--- config.mk ---
export PLATFORM = sky130hd
export DESIGN_NAME = bg_bus_glue
export DESIGN_NICKNAME = d
export VERILOG_FILES = /design/src/bg_pkg.sv /design/src/bg_bus_glue.sv
export VERILOG_INCLUDE_DIRS = /design/src
export SDC_FILE = /design/constraint.sdc
export NUM_CORES = 1
export LEC_CHECK = 0
export BUFFER_PORTS_ARGS = -buffer_cell sky130_fd_sc_hd__buf_2
export CORE_MARGIN = 3
export CORE_UTILIZATION = 44
export DETAILED_ROUTE_END_ITERATION = 8
export GPL_ROUTABILITY_DRIVEN = 0
export HOLD_SLACK_MARGIN = 0.05
export PLACE_DENSITY = 0.76
export SYNTH_ARGS = -nofsm -noshare
export SYNTH_HDL_FRONTEND = slang
export SYNTH_SLANG_ARGS = --single-unit
--- constraint.sdc ---
create_clock -name mclk -period 1.5 [get_ports mclk]
set_input_delay 0.15 -clock mclk [delete_from_list [all_inputs] [get_ports mclk]]
set_output_delay 0.15 -clock mclk [all_outputs]
set_load 0.005 [all_outputs]
--- src/bg_params.svh ---
// constants for the processor board bus glue
`ifndef BG_PARAMS_SVH
`define BG_PARAMS_SVH
`define BG_OFS_CTRL 8'h00
`define BG_OFS_BITS 8'h04
`define BG_OFS_ISTAT 8'h08
`define BG_OFS_IMASK 8'h0C
`define BG_OFS_IRQV 8'h10
`define BG_CTRL_RST 2'h1
`define BG_CTRL_IRQEN 0
`define BG_CTRL_SOFTRST 1
`define BG_EV_BITWR 0
`define BG_EV_INTERRUPT_REQUEST_N 1
`define BG_EV_RSTDONE 2
`define BG_NUM_EV 3
`define BG_BITIO_BASE 8'h00
`define BG_BITIO_BITS 16
`define BG_IRQ_LEVELS 8
`define BG_RST_HOLD 3
`define BG_OUT_TERM 0
`define BG_OUT_PROG 1
`endif

--- src/bg_pkg.sv ---
// types shared by the processor board bus glue
package bg_pkg;
	typedef enum logic [1:0]
	{
		BG_RS_HOLD = 2'b01,
		BG_RS_RUN = 2'b10
	} bg_rst_state_t;
	typedef struct packed
	{
		logic psel;
		logic penable;
		logic pwrite;
		logic [7:0] paddr;
		logic [31:0] pwdata;
	} bg_apb_req_t;
	typedef struct packed
	{
		logic [31:0] prdata;
		logic pready;
		logic pslverr;
	} bg_apb_rsp_t;
	typedef struct packed
	{
		logic [14:0] wordAddr;
		logic memoryAccessStrobeN;
		logic dataBusInputDir;
		logic writeEnableN;
	} bg_cpu_bus_t;
	typedef struct packed
	{
		logic [14:0] addr;
		logic select;
		logic outputEnable;
		logic writeEnable;
	} bg_mem_ctl_t;
	typedef struct packed
	{
		bg_apb_rsp_t apbRsp;
		logic [1:0] ctrl;
		logic [2:0] intStat;
		logic [2:0] intMask;
		logic irq;
		bg_mem_ctl_t mem;
		logic [15:0] memWdata;
		logic [15:0] cpuDataOut;
		logic cpuDataOe;
		logic bitClkPrev;
		logic [15:0] outLatch;
		logic bitIoDataIn;
		logic [7:0] irqSync1;
		logic [7:0] irqSync2;
		logic interruptRequestN;
		logic [3:0] irqLevelCode;
		logic manSync1;
		logic manSync2;
		bg_rst_state_t rstState;
		logic [3:0] rstCount;
		logic cpuResetN;
	} bg_state_t;
endpackage

--- src/bg_bus_glue.sv ---
// processor board glue: memory gating, bit bus, interrupt encoder, reset stretch
`timescale 1ns/100ps
`default_nettype none
`include "bg_params.svh"
module bg_bus_glue
#(
	parameter int RST_HOLD_CYCLES = `BG_RST_HOLD
)
(
	input wire logic mclk,
	input wire logic rst_b,
	input wire bg_pkg::bg_apb_req_t apbReq,
	output bg_pkg::bg_apb_rsp_t apbRsp,
	output logic irq,
	input wire bg_pkg::bg_cpu_bus_t cpuBus,
	input wire logic [15:0] cpuDataIn,
	output logic [15:0] cpuDataOut,
	output logic cpuDataOe,
	output bg_pkg::bg_mem_ctl_t memCtl,
	output logic [15:0] memWdata,
	input wire logic [15:0] memRdata,
	input wire logic bitIoClock,
	input wire logic bitIoDataOut,
	output logic bitIoDataIn,
	input wire logic [14:0] userInputs,
	input wire logic termRxd,
	output logic [15:0] bitOutputs,
	output logic termTxd,
	output logic progEnable,
	input wire logic [7:0] irqLines,
	output logic interruptRequestN,
	output logic [3:0] irqLevelCode,
	input wire logic manualResetN,
	output logic cpuResetN
);
	import bg_pkg::*;

	// whole block state; one register and its next value
	bg_state_t s;
	bg_state_t n;
	// helpers rebuilt from scratch every cycle
	logic [15:0] inBits;
	logic bitHit;
	logic bitStrobe;
	logic [3:0] bitIdx;
	logic [7:0] pend;
	logic [2:0] ev;
	logic [2:0] clr;
	logic apbAccess;
	logic rstTrigger;
	logic [31:0] rdVal;
	logic rdErr;
	logic [4:0] regHit;

	// level 0 wins; codes start at 1 so that code 0 never reads as a request
	function automatic logic [3:0] encodeLevel(input logic [7:0] lv);
		logic [3:0] code;
		code = 4'h0;
		for (int i = `BG_IRQ_LEVELS - 1; i >= 0; i--)
		begin
			if (lv[i])
			begin
				code = 4'(i + 1);
			end
		end
		return code;
	endfunction

	// plain scan rather than a shift, so the result is one bit by construction
	function automatic logic bitMux(input logic [15:0] v, input logic [3:0] k);
		logic b;
		b = 1'b0;
		for (int i = 0; i < `BG_BITIO_BITS; i++)
		begin
			if (k == 4'(i))
			begin
				b = v[i];
			end
		end
		return b;
	endfunction

	// one-hot register select, shared by the read mux and the write decode
	function automatic logic [4:0] regSelect(input logic [7:0] a);
		logic [4:0] sel;
		sel = 5'h00;
		if (a == `BG_OFS_CTRL)
		begin
			sel[0] = 1'b1;
		end
		else if (a == `BG_OFS_BITS)
		begin
			sel[1] = 1'b1;
		end
		else if (a == `BG_OFS_ISTAT)
		begin
			sel[2] = 1'b1;
		end
		else if (a == `BG_OFS_IMASK)
		begin
			sel[3] = 1'b1;
		end
		else if (a == `BG_OFS_IRQV)
		begin
			sel[4] = 1'b1;
		end
		return sel;
	endfunction

	always_comb
	begin
		n = s;
		ev = 3'h0;
		clr = 3'h0;
		rdVal = 32'h0000_0000;
		rdErr = 1'b0;

		// memory path only under a low strobe; the byte select never arrives here
		n.mem.addr = cpuBus.wordAddr;
		n.mem.select = !cpuBus.memoryAccessStrobeN;
		n.mem.outputEnable = !cpuBus.memoryAccessStrobeN && cpuBus.dataBusInputDir;
		// a write also needs the processor's own write strobe
		n.mem.writeEnable = !cpuBus.memoryAccessStrobeN && !cpuBus.dataBusInputDir
			&& !cpuBus.writeEnableN;
		n.memWdata = cpuDataIn;
		// memory answers a cycle after select, so read data trails the strobe
		n.cpuDataOut = memRdata;
		n.cpuDataOe = n.mem.outputEnable;

		// bit bus: control codes share the address lines but decode to nothing
		inBits = {userInputs, termRxd};
		bitIdx = cpuBus.wordAddr[3:0];
		bitHit = cpuBus.memoryAccessStrobeN
			&& (cpuBus.wordAddr[11:4] == `BG_BITIO_BASE);
		// edge against last cycle's clock; a clock held high writes only once
		n.bitClkPrev = bitIoClock;
		bitStrobe = bitIoClock && !s.bitClkPrev && bitHit;
		if (bitStrobe)
		begin
			n.outLatch[bitIdx] = bitIoDataOut;
			ev[`BG_EV_BITWR] = 1'b1;
		end
		// a miss reads as zero, never a stale bit
		n.bitIoDataIn = bitHit && bitMux(inBits, bitIdx);

		// interrupt levels pass two flops before reaching the encoder
		n.irqSync1 = irqLines;
		n.irqSync2 = s.irqSync1;
		pend = s.ctrl[`BG_CTRL_IRQEN] ? s.irqSync2 : 8'h00;
		// request and code leave one flop together, so they never show a mix
		n.interruptRequestN = !(|pend);
		n.irqLevelCode = encodeLevel(pend);
		// event on the step into request only, not while it is held
		if (!n.interruptRequestN && s.interruptRequestN)
		begin
			ev[`BG_EV_INTERRUPT_REQUEST_N] = 1'b1;
		end

		// register bus; one wait state so every answer comes from a flop
		apbAccess = apbReq.psel && apbReq.penable && !s.apbRsp.pready;
		n.apbRsp.pready = apbAccess;
		n.apbRsp.pslverr = 1'b0;
		regHit = regSelect(apbReq.paddr);
		if (regHit[0])
		begin
			rdVal = {30'h0, s.ctrl};
		end
		else if (regHit[1])
		begin
			rdVal = {inBits, s.outLatch};
		end
		else if (regHit[2])
		begin
			rdVal = {29'h0, s.intStat};
		end
		else if (regHit[3])
		begin
			rdVal = {29'h0, s.intMask};
		end
		else if (regHit[4])
		begin
			rdVal = {20'h0, s.irqLevelCode, s.irqSync2};
		end
		else
		begin
			rdErr = 1'b1;
		end
		// error stands only for the single cycle of pready; read data holds until the next access
		if (apbAccess)
		begin
			n.apbRsp.pslverr = rdErr;
			// read data is zero on writes
			n.apbRsp.prdata = apbReq.pwrite ? 32'h0000_0000 : rdVal;
		end
		// the bit and level views are read-only; writes there are dropped
		// writes take effect at the edge that drops pready, one edge after the one that shows it
		if (apbReq.psel && apbReq.penable && s.apbRsp.pready && apbReq.pwrite)
		begin
			if (regHit[0])
			begin
				n.ctrl = apbReq.pwdata[1:0];
			end
			else if (regHit[2])
			begin
				clr = apbReq.pwdata[2:0];
			end
			else if (regHit[3])
			begin
				n.intMask = apbReq.pwdata[2:0];
			end
		end
		// soft reset bit is a one-shot; it clears itself once taken
		if (s.ctrl[`BG_CTRL_SOFTRST])
		begin
			n.ctrl[`BG_CTRL_SOFTRST] = 1'b0;
		end

		// processor reset stretcher; a held switch keeps the count at zero
		n.manSync1 = manualResetN;
		n.manSync2 = s.manSync1;
		rstTrigger = !s.manSync2 || s.ctrl[`BG_CTRL_SOFTRST];
		case (s.rstState)
			BG_RS_HOLD:
			begin
				n.cpuResetN = 1'b0;
				// a trigger during hold restarts the count
				if (rstTrigger)
				begin
					n.rstCount = 4'h0;
				end
				else if (s.rstCount >= 4'(RST_HOLD_CYCLES - 1))
				begin
					n.rstState = BG_RS_RUN;
					n.cpuResetN = 1'b1;
					ev[`BG_EV_RSTDONE] = 1'b1;
				end
				else
				begin
					n.rstCount = s.rstCount + 4'h1;
				end
			end
			BG_RS_RUN:
			begin
				if (rstTrigger)
				begin
					n.rstState = BG_RS_HOLD;
					n.rstCount = 4'h0;
					n.cpuResetN = 1'b0;
				end
			end
			// any code off the one-hot pair falls back to hold
			default:
			begin
				n.rstState = BG_RS_HOLD;
				n.rstCount = 4'h0;
				n.cpuResetN = 1'b0;
			end
		endcase

		// a new event wins over a clear in the same cycle
		n.intStat = (s.intStat & ~clr) | ev;
		n.irq = |(n.intStat & s.intMask);
	end

	always_ff @(posedge mclk)
	begin
		if (!rst_b)
		begin
			// encoder on, request idle high, processor held in reset
			s <= '0;
			s.ctrl <= `BG_CTRL_RST;
			s.bitClkPrev <= 1'b1;
			s.interruptRequestN <= 1'b1;
			s.manSync1 <= 1'b1;
			s.manSync2 <= 1'b1;
			s.rstState <= BG_RS_HOLD;
			s.cpuResetN <= 1'b0;
		end
		else
		begin
			s <= n;
		end
	end

	// every output is a flop of the state struct
	assign apbRsp = s.apbRsp;
	assign irq = s.irq;
	assign memCtl = s.mem;
	assign memWdata = s.memWdata;
	assign cpuDataOut = s.cpuDataOut;
	assign cpuDataOe = s.cpuDataOe;
	assign bitIoDataIn = s.bitIoDataIn;
	assign bitOutputs = s.outLatch;
	assign termTxd = s.outLatch[`BG_OUT_TERM];
	assign progEnable = s.outLatch[`BG_OUT_PROG];
	assign interruptRequestN = s.interruptRequestN;
	assign irqLevelCode = s.irqLevelCode;
	assign cpuResetN = s.cpuResetN;
endmodule
`default_nettype wire

Word level (Yosys, flattened, before mapping)
Index checks and enable logic that the tools add are counted.
- input port bits: 122
- logic and storage cells: 159
- flip-flop bits (word level): 141
- output and inout bits: 111
- multiplexer cells: 58
- add/sub/neg operators: 1
- bitwise gates (word level): 8
- equality and inequality tests: 25
- magnitude comparators: 3
- reduce and logical (&&, ||, !) cells: 35
- operator list (operator ; count):
    $mux W32 ; 3
    $mux W12 ; 3
    $eq A4 B4 Y1 const B ; 8
    $mux W1 ; 30
    $mux W3 ; 8
    $bwmux W16 ; 1
    $eq A4 B3 Y1 const B ; 4
    $eq A8 B4 Y1 const B ; 2
    $logic_not A8 Y1 ; 2
    $mux W4 ; 4
    $reduce_or A8 Y1 ; 2
    $pmux W7 S2 ; 1
    $logic_and A1 B1 Y1 ; 13
    $mux W2 ; 5
    $eq A4 B2 Y1 const B ; 2
    $eq A8 B3 Y1 const B ; 1
    $eq A8 B5 Y1 const B ; 1
    $mux W8 ; 1
    $logic_not A1 Y1 ; 7
    $mux W7 ; 1
    $and A3 B3 Y3 ; 2
    $ne A2 B2 Y1 const B ; 3
    $reduce_or A6 Y1 ; 1
    $lt A4 B5 Y1 const B ; 1
    other kinds (19) ; 24

Depth between registers and ports, before layout
Gate-level depths: netlist of the first run.
- word-level depth: 18
- gate-level depth with buffers: 7
- depth with buffers taken out: 6

Worst setup path before layout of the first run
No wires, ideal clock.
- kind: in2reg
- from: input port cpuBus[11] in the netlist's numbering
- to: register s, in the netlist bitOutputs[13]
- arrival: 1.503 ns
- slack: -0.135 ns
- cell stages on the path: 5
- data required time: 1.368 ns
- path buffers: 1
- setup time: 0.132 ns
- cell sequence: or4b_4 nor4_4 buf_6 nand3_1 mux2i_1
- cells in the longest elaborated chain, start to end: 3
- RTL lines (what ; RTL line ; RTL):
    start: declaration ; bg_bus_glue.sv:15 ; input wire bg_pkg::bg_cpu_bus_t cpuBus,
    $logic_not A8 Y1 (no source line) ; - ;
    $logic_and A1 B1 Y1 ; bg_bus_glue.sv:133 ; bitHit = cpuBus.memoryAccessStrobeN
    $logic_and A1 B1 Y1 ; bg_bus_glue.sv:137 ; bitStrobe = bitIoClock && !s.bitClkPrev && bitHit;
    end signal: assignment ; bg_bus_glue.sv:281 ; s <= n;
    end: declaration ; bg_bus_glue.sv:39 ; bg_state_t s;
Every way passes these cells.
A chain may end at the register's enable or synchronous reset.

Final worst setup path of the first run
- from: register s, in the netlist apbRsp[1]
- to: register s, in the netlist apbRsp[11]
- cells in the longest elaborated chain, start to end: 2
- RTL lines (what ; RTL line ; RTL):
    $logic_not A1 Y1 ; bg_bus_glue.sv:160 ; apbAccess = apbReq.psel && apbReq.penable && !s.apbRsp.pready;
    $logic_and A1 B1 Y1 ; bg_bus_glue.sv:160 ;
Every way passes these cells.

==> flow_summary_export.csv, run 1 <==
group,metric,value,unit
outcome,status,"finished, violations left",
worst_setup_path,cp-end-kind,"flip-flop",
sta,finalCriticalPeriod,1.610,ns
finish,mostFrequentLayoutCells,"buf_2, dfxtp_1, dlygate4sd3_1",
clocking,clockBufferDepth,2,
clocking,cts_num_sinks,141,
floorplan,core,12770,um2
synthesis,synth-edff-count,0,
drt,wire_per_inst,16.31,um
floorplan,rows,41,
job,drv_cap,0,
finish,drive_gt1_share,39.46,%
clocking,clk_pin_slew,0.06,ns
worst_setup_path,max_stage_delay,0.33,ns
clocking,cts_buffers,17,
drt,wl,16200,um
drt,drcViolationCount,0,
floorplan,die_x,121.0,um
synthesis,synth-seq-area-share,48.47,%
worst_setup_path,critPathSlowestCell,"dfxtp_2",
drt,routed-via-count,4901,
finish,antennaDiodeCount,0,
pwr,ir_drop,0.0007401,V
finish,fillCellCount,973,
clocking,clk_latency,0.41,ns
synthesis,synth_cell_type_count,55,
pwr,powerDensity,1209,nW/um2
global_route,grt_max_degree,63,
place,dp_hpwl,10470,um
sta,period_share,107.3,%
place,port_buffers,203,
sta,finalHoldViolations,0,
synthesis,yosys_warnings,0,
global_route,antenna_found_initial,0,
finish,mostFrequentLayoutCell,"buf_2",
sta,report.final.slew_viol_count,0,
worst_setup_path,worst_ep_required_time,1.85,ns
sta,max_freq,621.2,MHz
synthesis,ys.flop_type,"dfxtp_1",
worst_setup_path,critPathKind,"flip-flop to flip-flop",
floorplan,die_y,121.0,um
synthesis,netlist_instances,607,
floorplan,dieArea,14650,um2
sta,tightest_slew,0.5708,ns
worst_setup_path,crit_arrival,1.96,ns
min_path,hp-class,"primary input to flip-flop",
worst_setup_path,path_cells,"nor4bb_2 -> buf_4 -> nor4b_4 -> buf_4 -> clkbuf_16 -> a22oi_2 -> a21oi_1",
finish,final_nets,932,
synthesis,yosys_register_bits,141,
finish,multiInputGateArea,2281,um2
synthesis,synthesis.area,5823,um2
clocking,clockRootBuffer,"clkbuf_16",
synthesis,synth_nets,731,
drt,drt_pass1_iterations,5,
finish,area_growth,40.44,%
global_route,grt_usage,20.85,%
clocking,h-tree-depth,4,
finish,fin_cells,993,
sta,fin_skew,0.007471,ns
sta,rsz0062_at_grt,"true",
pwr,p_leak,3.731,nW
global_route,first_global_vias,4866,
finish,regArea,2825,um2
sta,setup_slack,-0.1097,ns
global_route,grt_first_pass_wirelength,23920,um
place,place_ws,-0.2268,ns
synthesis,async_flop_share,0,%
place,dp_cells,877,
sta,setup_violations,31,
outcome,violations,"negative setup slack",
floorplan,initial_core_util,45.59,%
synthesis,avgSynthCellArea,9.593,um2
drt,drtAntennaViolNets,0,
worst_setup_path,crit_path_frequent_cell,"buf_4",
sta,relSlewSlack,61.41,%
drt,viasPerCell,4.936,
floorplan,ios,233,
drt,drt_iter0_drc,344,
clocking,tritoncts,"yes",
global_route,grt-ovfl-total,0,
worst_setup_path,cp_max_fo,7,
worst_setup_path,start_kind,"flip-flop",
-- through the flow --
stage / instance area, um2 / total power, W / hold slack [ns] / utilization [%] / TNS (ns)
2_1_floorplan: 5873 / 0.004653 / 0.2217 / - / -1.366
3_3_place_gp: 6462 / 0.004940 / 0.3116 / 50.59 / -7.689
3_5_place_dp: 6462 / 0.004990 / 0.3182 / 50.59 / -8.908
4_1_cts: 7958 / 0.009919 / 0.06978 / 62.30 / -0.1987
5_1_grt: 8178 / 0.01025 / 0.07483 / 64.02 / -4.666
6_report: 8178 / 0.009889 / 0.09074 / 64.02 / -2.074
-- where the power goes --
part	total (W)	switching (W)	internal [W]
Sequential	0.00401	0.0000886	0.00392
Combinational	0.00117	0.000533	0.000640
Clock	0.00471	0.00159	0.00312
Total	0.00989	0.00221	0.00768
-- state kept, by name, indices dropped and copies added, names as in the netlist --
name,cells
memCtl,17
apbRsp,34
irq,1
bitOutputs,16
n,9
cpuDataOe,1
memWdata,16
cpuResetN,1
cpuDataOut,16
bitIoDataIn,1
s,24
irqLevelCode,4
interruptRequestN,1
-- cells in the mapped netlist (all sizes together) (2+ instances only) --
cell | count | share of area (%)
buf | 113 | 14
or4 | 4 | 0.52
a21oi | 20 | 1.7
o21ai | 6 | 0.52
a31oi | 3 | 0.32
dfxtp | 141 | 48
nand3 | 20 | 1.7
and2b | 3 | 0.43
nand2 | 34 | 2.2
o22ai | 2 | 0.21
nor2b | 3 | 0.32
nor3 | 7 | 0.60
nor4 | 8 | 1.2
mux2i | 23 | 4.0
clkbuf | 22 | 1.4
nand3b | 3 | 0.39
o41ai | 2 | 0.30
ha | 2 | 0.43
nor4bb | 3 | 0.52
or3 | 3 | 0.32
and2 | 69 | 7.5
and3 | 2 | 0.21
nor2 | 40 | 2.6
nor4b | 2 | 0.41
a22oi | 29 | 3.7
mux4 | 2 | 0.77
inv | 9 | 0.58
nand4 | 2 | 0.21
xnor2 | 2 | 0.30
o21a | 5 | 0.64
a211oi | 2 | 0.26
nand2b | 6 | 0.64
-- cell type report --
class                      instances  share of cell area, %
sequential                       141                  34.55
tap                              172                  2.632
clock buffer                      18                  5.248
inverter                           9                 0.4131
multi-input combinational        322                  27.89
clock inverter                    14                  2.938
timing repair buffer             317                  26.33
-- metal layers --
layer	vias to the layer above	global-route usage, %	part of all wire (%)
met5	-	0	0
met4	0	7.861	1.8
met3	22	6.853	7.8
met2	230	36.23	50
met1	2301	23.71	41
li1	2348	-	-
-- final timing paths --
path	end	slack, ns	cells after the start	start
worst min register to register	s[7]$_SDFF_PN1_	0.41	1	n[7]$_SDFF_PN1_
worst min-delay path	memCtl[6]$_SDFF_PN0_	0.09	2	cpuBus[6]
worst max register to register	apbRsp[11]$_SDFFE_PN0P_	-0.11	7	apbRsp[1]$_SDFF_PN0_
worst max-delay path	apbRsp[11]$_SDFFE_PN0P_	-0.11	7	apbRsp[1]$_SDFF_PN0_
-- cells by family after synthesis --
family | Yosys count | share of synthesized area (%)
compound gates | 78 | 9.003
xor+xnor | 2 | 0.3009
fa+ha+maj | 2 | 0.4297
buf+inv | 144 | 16.27
flops | 141 | 48.47
mux | 26 | 4.920
simple gates | 214 | 20.61
-- worst max-delay path: cells and delay by family (launching register included) --
kind            cells  cell delay (ns)
compound gates      2             0.17
buf+inv             3             0.54
flops               1             0.33
simple gates        2             0.50
-- repair_timing --
item | in CTS | in global routing
setup endpoints to repair | 18 | 35
pin swaps | 4 | 6
buffers inserted | 1 | 3
cloned | 0 | 3
hold buffers | 77 | 0
gates resized for setup | 10 | 29
hold endpoints to repair | 77 | 0
(Power assumes the default switching activity.)
==> inputs of run 2 (changes only) <==
--- a/config.mk
+++ b/config.mk
@@ -13,6 +13,7 @@
 export GPL_ROUTABILITY_DRIVEN = 0
 export HOLD_SLACK_MARGIN = 0.05
 export PLACE_DENSITY = 0.76
+export REMOVE_ABC_BUFFERS = 1
 export SYNTH_ARGS = -nofsm -noshare
 export SYNTH_HDL_FRONTEND = slang
 export SYNTH_SLANG_ARGS = --single-unit
==> flow_summary_export.csv, run 2 (synthesis results as in run 1) <==
group,metric,value,unit
clocking,cts_num_sinks,141,
clocking,clk_pin_slew,0.06,ns
sta,relSlewSlack,63.49,%
pwr,ir_drop,0.001051,V
drt,drt_iter0_drc,285,
clocking,cts_buffers,17,
drt,routed-via-count,4859,
sta,tightest_slew,0.5401,ns
place,dp_hpwl,10070,um
min_path,hp-class,"primary input to flip-flop",
sta,whs,0.08400,ns
finish,mostFrequentLayoutCells,"buf_2, dfxtp_1, dlygate4sd3_1",
clocking,clk_latency,0.42,ns
finish,largest_reg_flops,34,
floorplan,core,12770,um2
worst_setup_path,critPathTopFamily,"buffers and inverters",
worst_setup_path,critical_path_depth,7,
sta,setup-tns-final,-1.751,ns
sta,setup_slack,-0.08652,ns
pwr,combPwrFrac,13.4,%
drt,drcViolationCount,0,
pwr,p_int,0.007151,W
global_route,met2_usage,35.64,%
sta,finalCriticalPeriod,1.587,ns
sta,rsz0062_at_grt,"true",
floorplan,ios,233,
finish,drive_gt1_share,38.20,%
sta,setup_violations,32,
finish,fillCellCount,1033,
pwr,powerDensity,1143,nW/um2
floorplan,die_x,121.0,um
worst_setup_path,critPathKind,"flip-flop to flip-flop",
global_route,grt-ovfl-total,0,
outcome,violations,"negative setup slack",
global_route,grt_first_pass_wirelength,23450,um
sta,finalHoldViolations,0,
sta,report.final.slew_viol_count,0,
floorplan,rows,41,
worst_setup_path,worst_ep_required_time,1.85,ns
sta,period_share,105.8,%
worst_setup_path,cp_max_fo,14,
finish,mostFrequentLayoutCell,"buf_2",
finish,area_growth,38.85,%
worst_setup_path,start_kind,"flip-flop",
worst_setup_path,crit_arrival,1.93,ns
worst_setup_path,critPathSlowestCell,"dfxtp_2",
floorplan,initial_core_util,45.59,%
global_route,grtUsageMet1,22.32,%
pwr,clkPwrFrac,43.2,%
pwr,p_leak,3.745,nW
clocking,clockBufferDepth,2,
sta,fin_skew,0.01039,ns
drt,wl,15340,um
finish,antennaDiodeCount,0,
sta,max_freq,630.3,MHz
clocking,tritoncts,"yes",
drt,viasPerCell,4.825,
worst_setup_path,ff2ff_path_depth,7,
worst_setup_path,path_cells,"nor4bb_2 -> buf_4 -> nor4b_4 -> buf_6 -> clkbuf_16 -> a22oi_1 -> a21oi_1",
worst_setup_path,cp-end-kind,"flip-flop",
min_path,min_path_cells,2,
clocking,clockRootBuffer,"clkbuf_16",
global_route,grt_usage,20.38,%
finish,final_nets,946,
global_route,grt_max_degree,54,
outcome,status,"finished, violations left",
worst_setup_path,critPathBufInv,3,
worst_setup_path,max_stage_delay,0.33,ns
drt,wire_per_inst,15.23,um
drt,drtAntennaViolNets,0,
global_route,antenna_found_initial,0,
clocking,h-tree-depth,4,
global_route,use_met3,6.480,%
pwr,p_seq_share,43.4,%
floorplan,dieArea,14650,um2
place,place_ws,-0.2540,ns
pwr,swShare,22.64,%
drt,drt_pass1_iterations,4,
place,port_buffers,203,
pwr,p_sw,0.002093,W
global_route,first_global_vias,4858,
job,drv_cap,0,
floorplan,die_y,121.0,um
global_route,gr-max-usage-layer,"met2",
-- run 2: cell count changes in the layout (fill, tap and decap cells not counted), moves of 5 or more --
cell,previous run,this run
a22oi_1,7,22
a22oi_2,22,7
buf_4,30,44
clkinv_2,1,6
clkinvlp_4,5,0
-- run 2: power by group through the flow --
stage / Combinational, W / Sequential [W] / Clock, W
after global routing: 0.00135 / 0.00403 / 0.00423
after detailed placement: 0.000909 / 0.00407 / 0
final: 0.00124 / 0.00401 / 0.00399
after CTS: 0.00114 / 0.00400 / 0.00409
after floorplan: 0.000380 / 0.00408 / 0
after global placement: 0.000892 / 0.00407 / 0
-- run 2: metal layers --
layer	wire (um)	share of wire [%]
met5	0	0
met4	544	3.5
met2	7735	50
met3	995	6.5
met1	6062	40
-- run 2: path summary, 6_finish.rpt --
path                             start                      to  slack, ns
setup / recovery  apbRsp[1]$_SDFF_PN0_  apbRsp[7]$_SDFFE_PN0P_      -0.09
hold reg to reg        n[7]$_SDFF_PN1_         s[7]$_SDFF_PN1_       0.40
setup reg to reg  apbRsp[1]$_SDFF_PN0_  apbRsp[7]$_SDFFE_PN0P_      -0.09
hold / removal                   rst_b       s[105]$_SDFF_PN0_       0.08
-- run 2: layout make-up --
cell class / instances / area (um2) / share of cell area (%)
sequential: 141 / 2825 / 34.94
inverter: 9 / 33.78 / 0.4178
clock buffer: 24 / 471.7 / 5.834
multi-input combinational: 322 / 2210 / 27.33
clock inverter: 8 / 90.09 / 1.114
timing repair buffer: 331 / 2240 / 27.70
tap: 172 / 215.2 / 2.662
-- run 2: repair_timing --
action,4_1_cts,5_1_grt
hold buffers,78,0
cloned,0,2
buffers inserted,1,2
pin swaps,3,10
hold endpoints to repair,77,0
gates resized for setup,11,21
endpoints found under the setup margin,20,44
-- run 2: metrics by stage --
step           utilization (%)  instances  cell area (um2)  total power (W)
3_3_place_gp             50.98        892             6513         0.004960
3_5_place_dp             50.98        892             6513         0.004984
2_1_floorplan                -        472             4910         0.004458
5_1_grt                  63.30       1007             8085         0.009609
6_report                 63.30       1007             8085         0.009244
4_1_cts                  61.91       1003             7908         0.009230
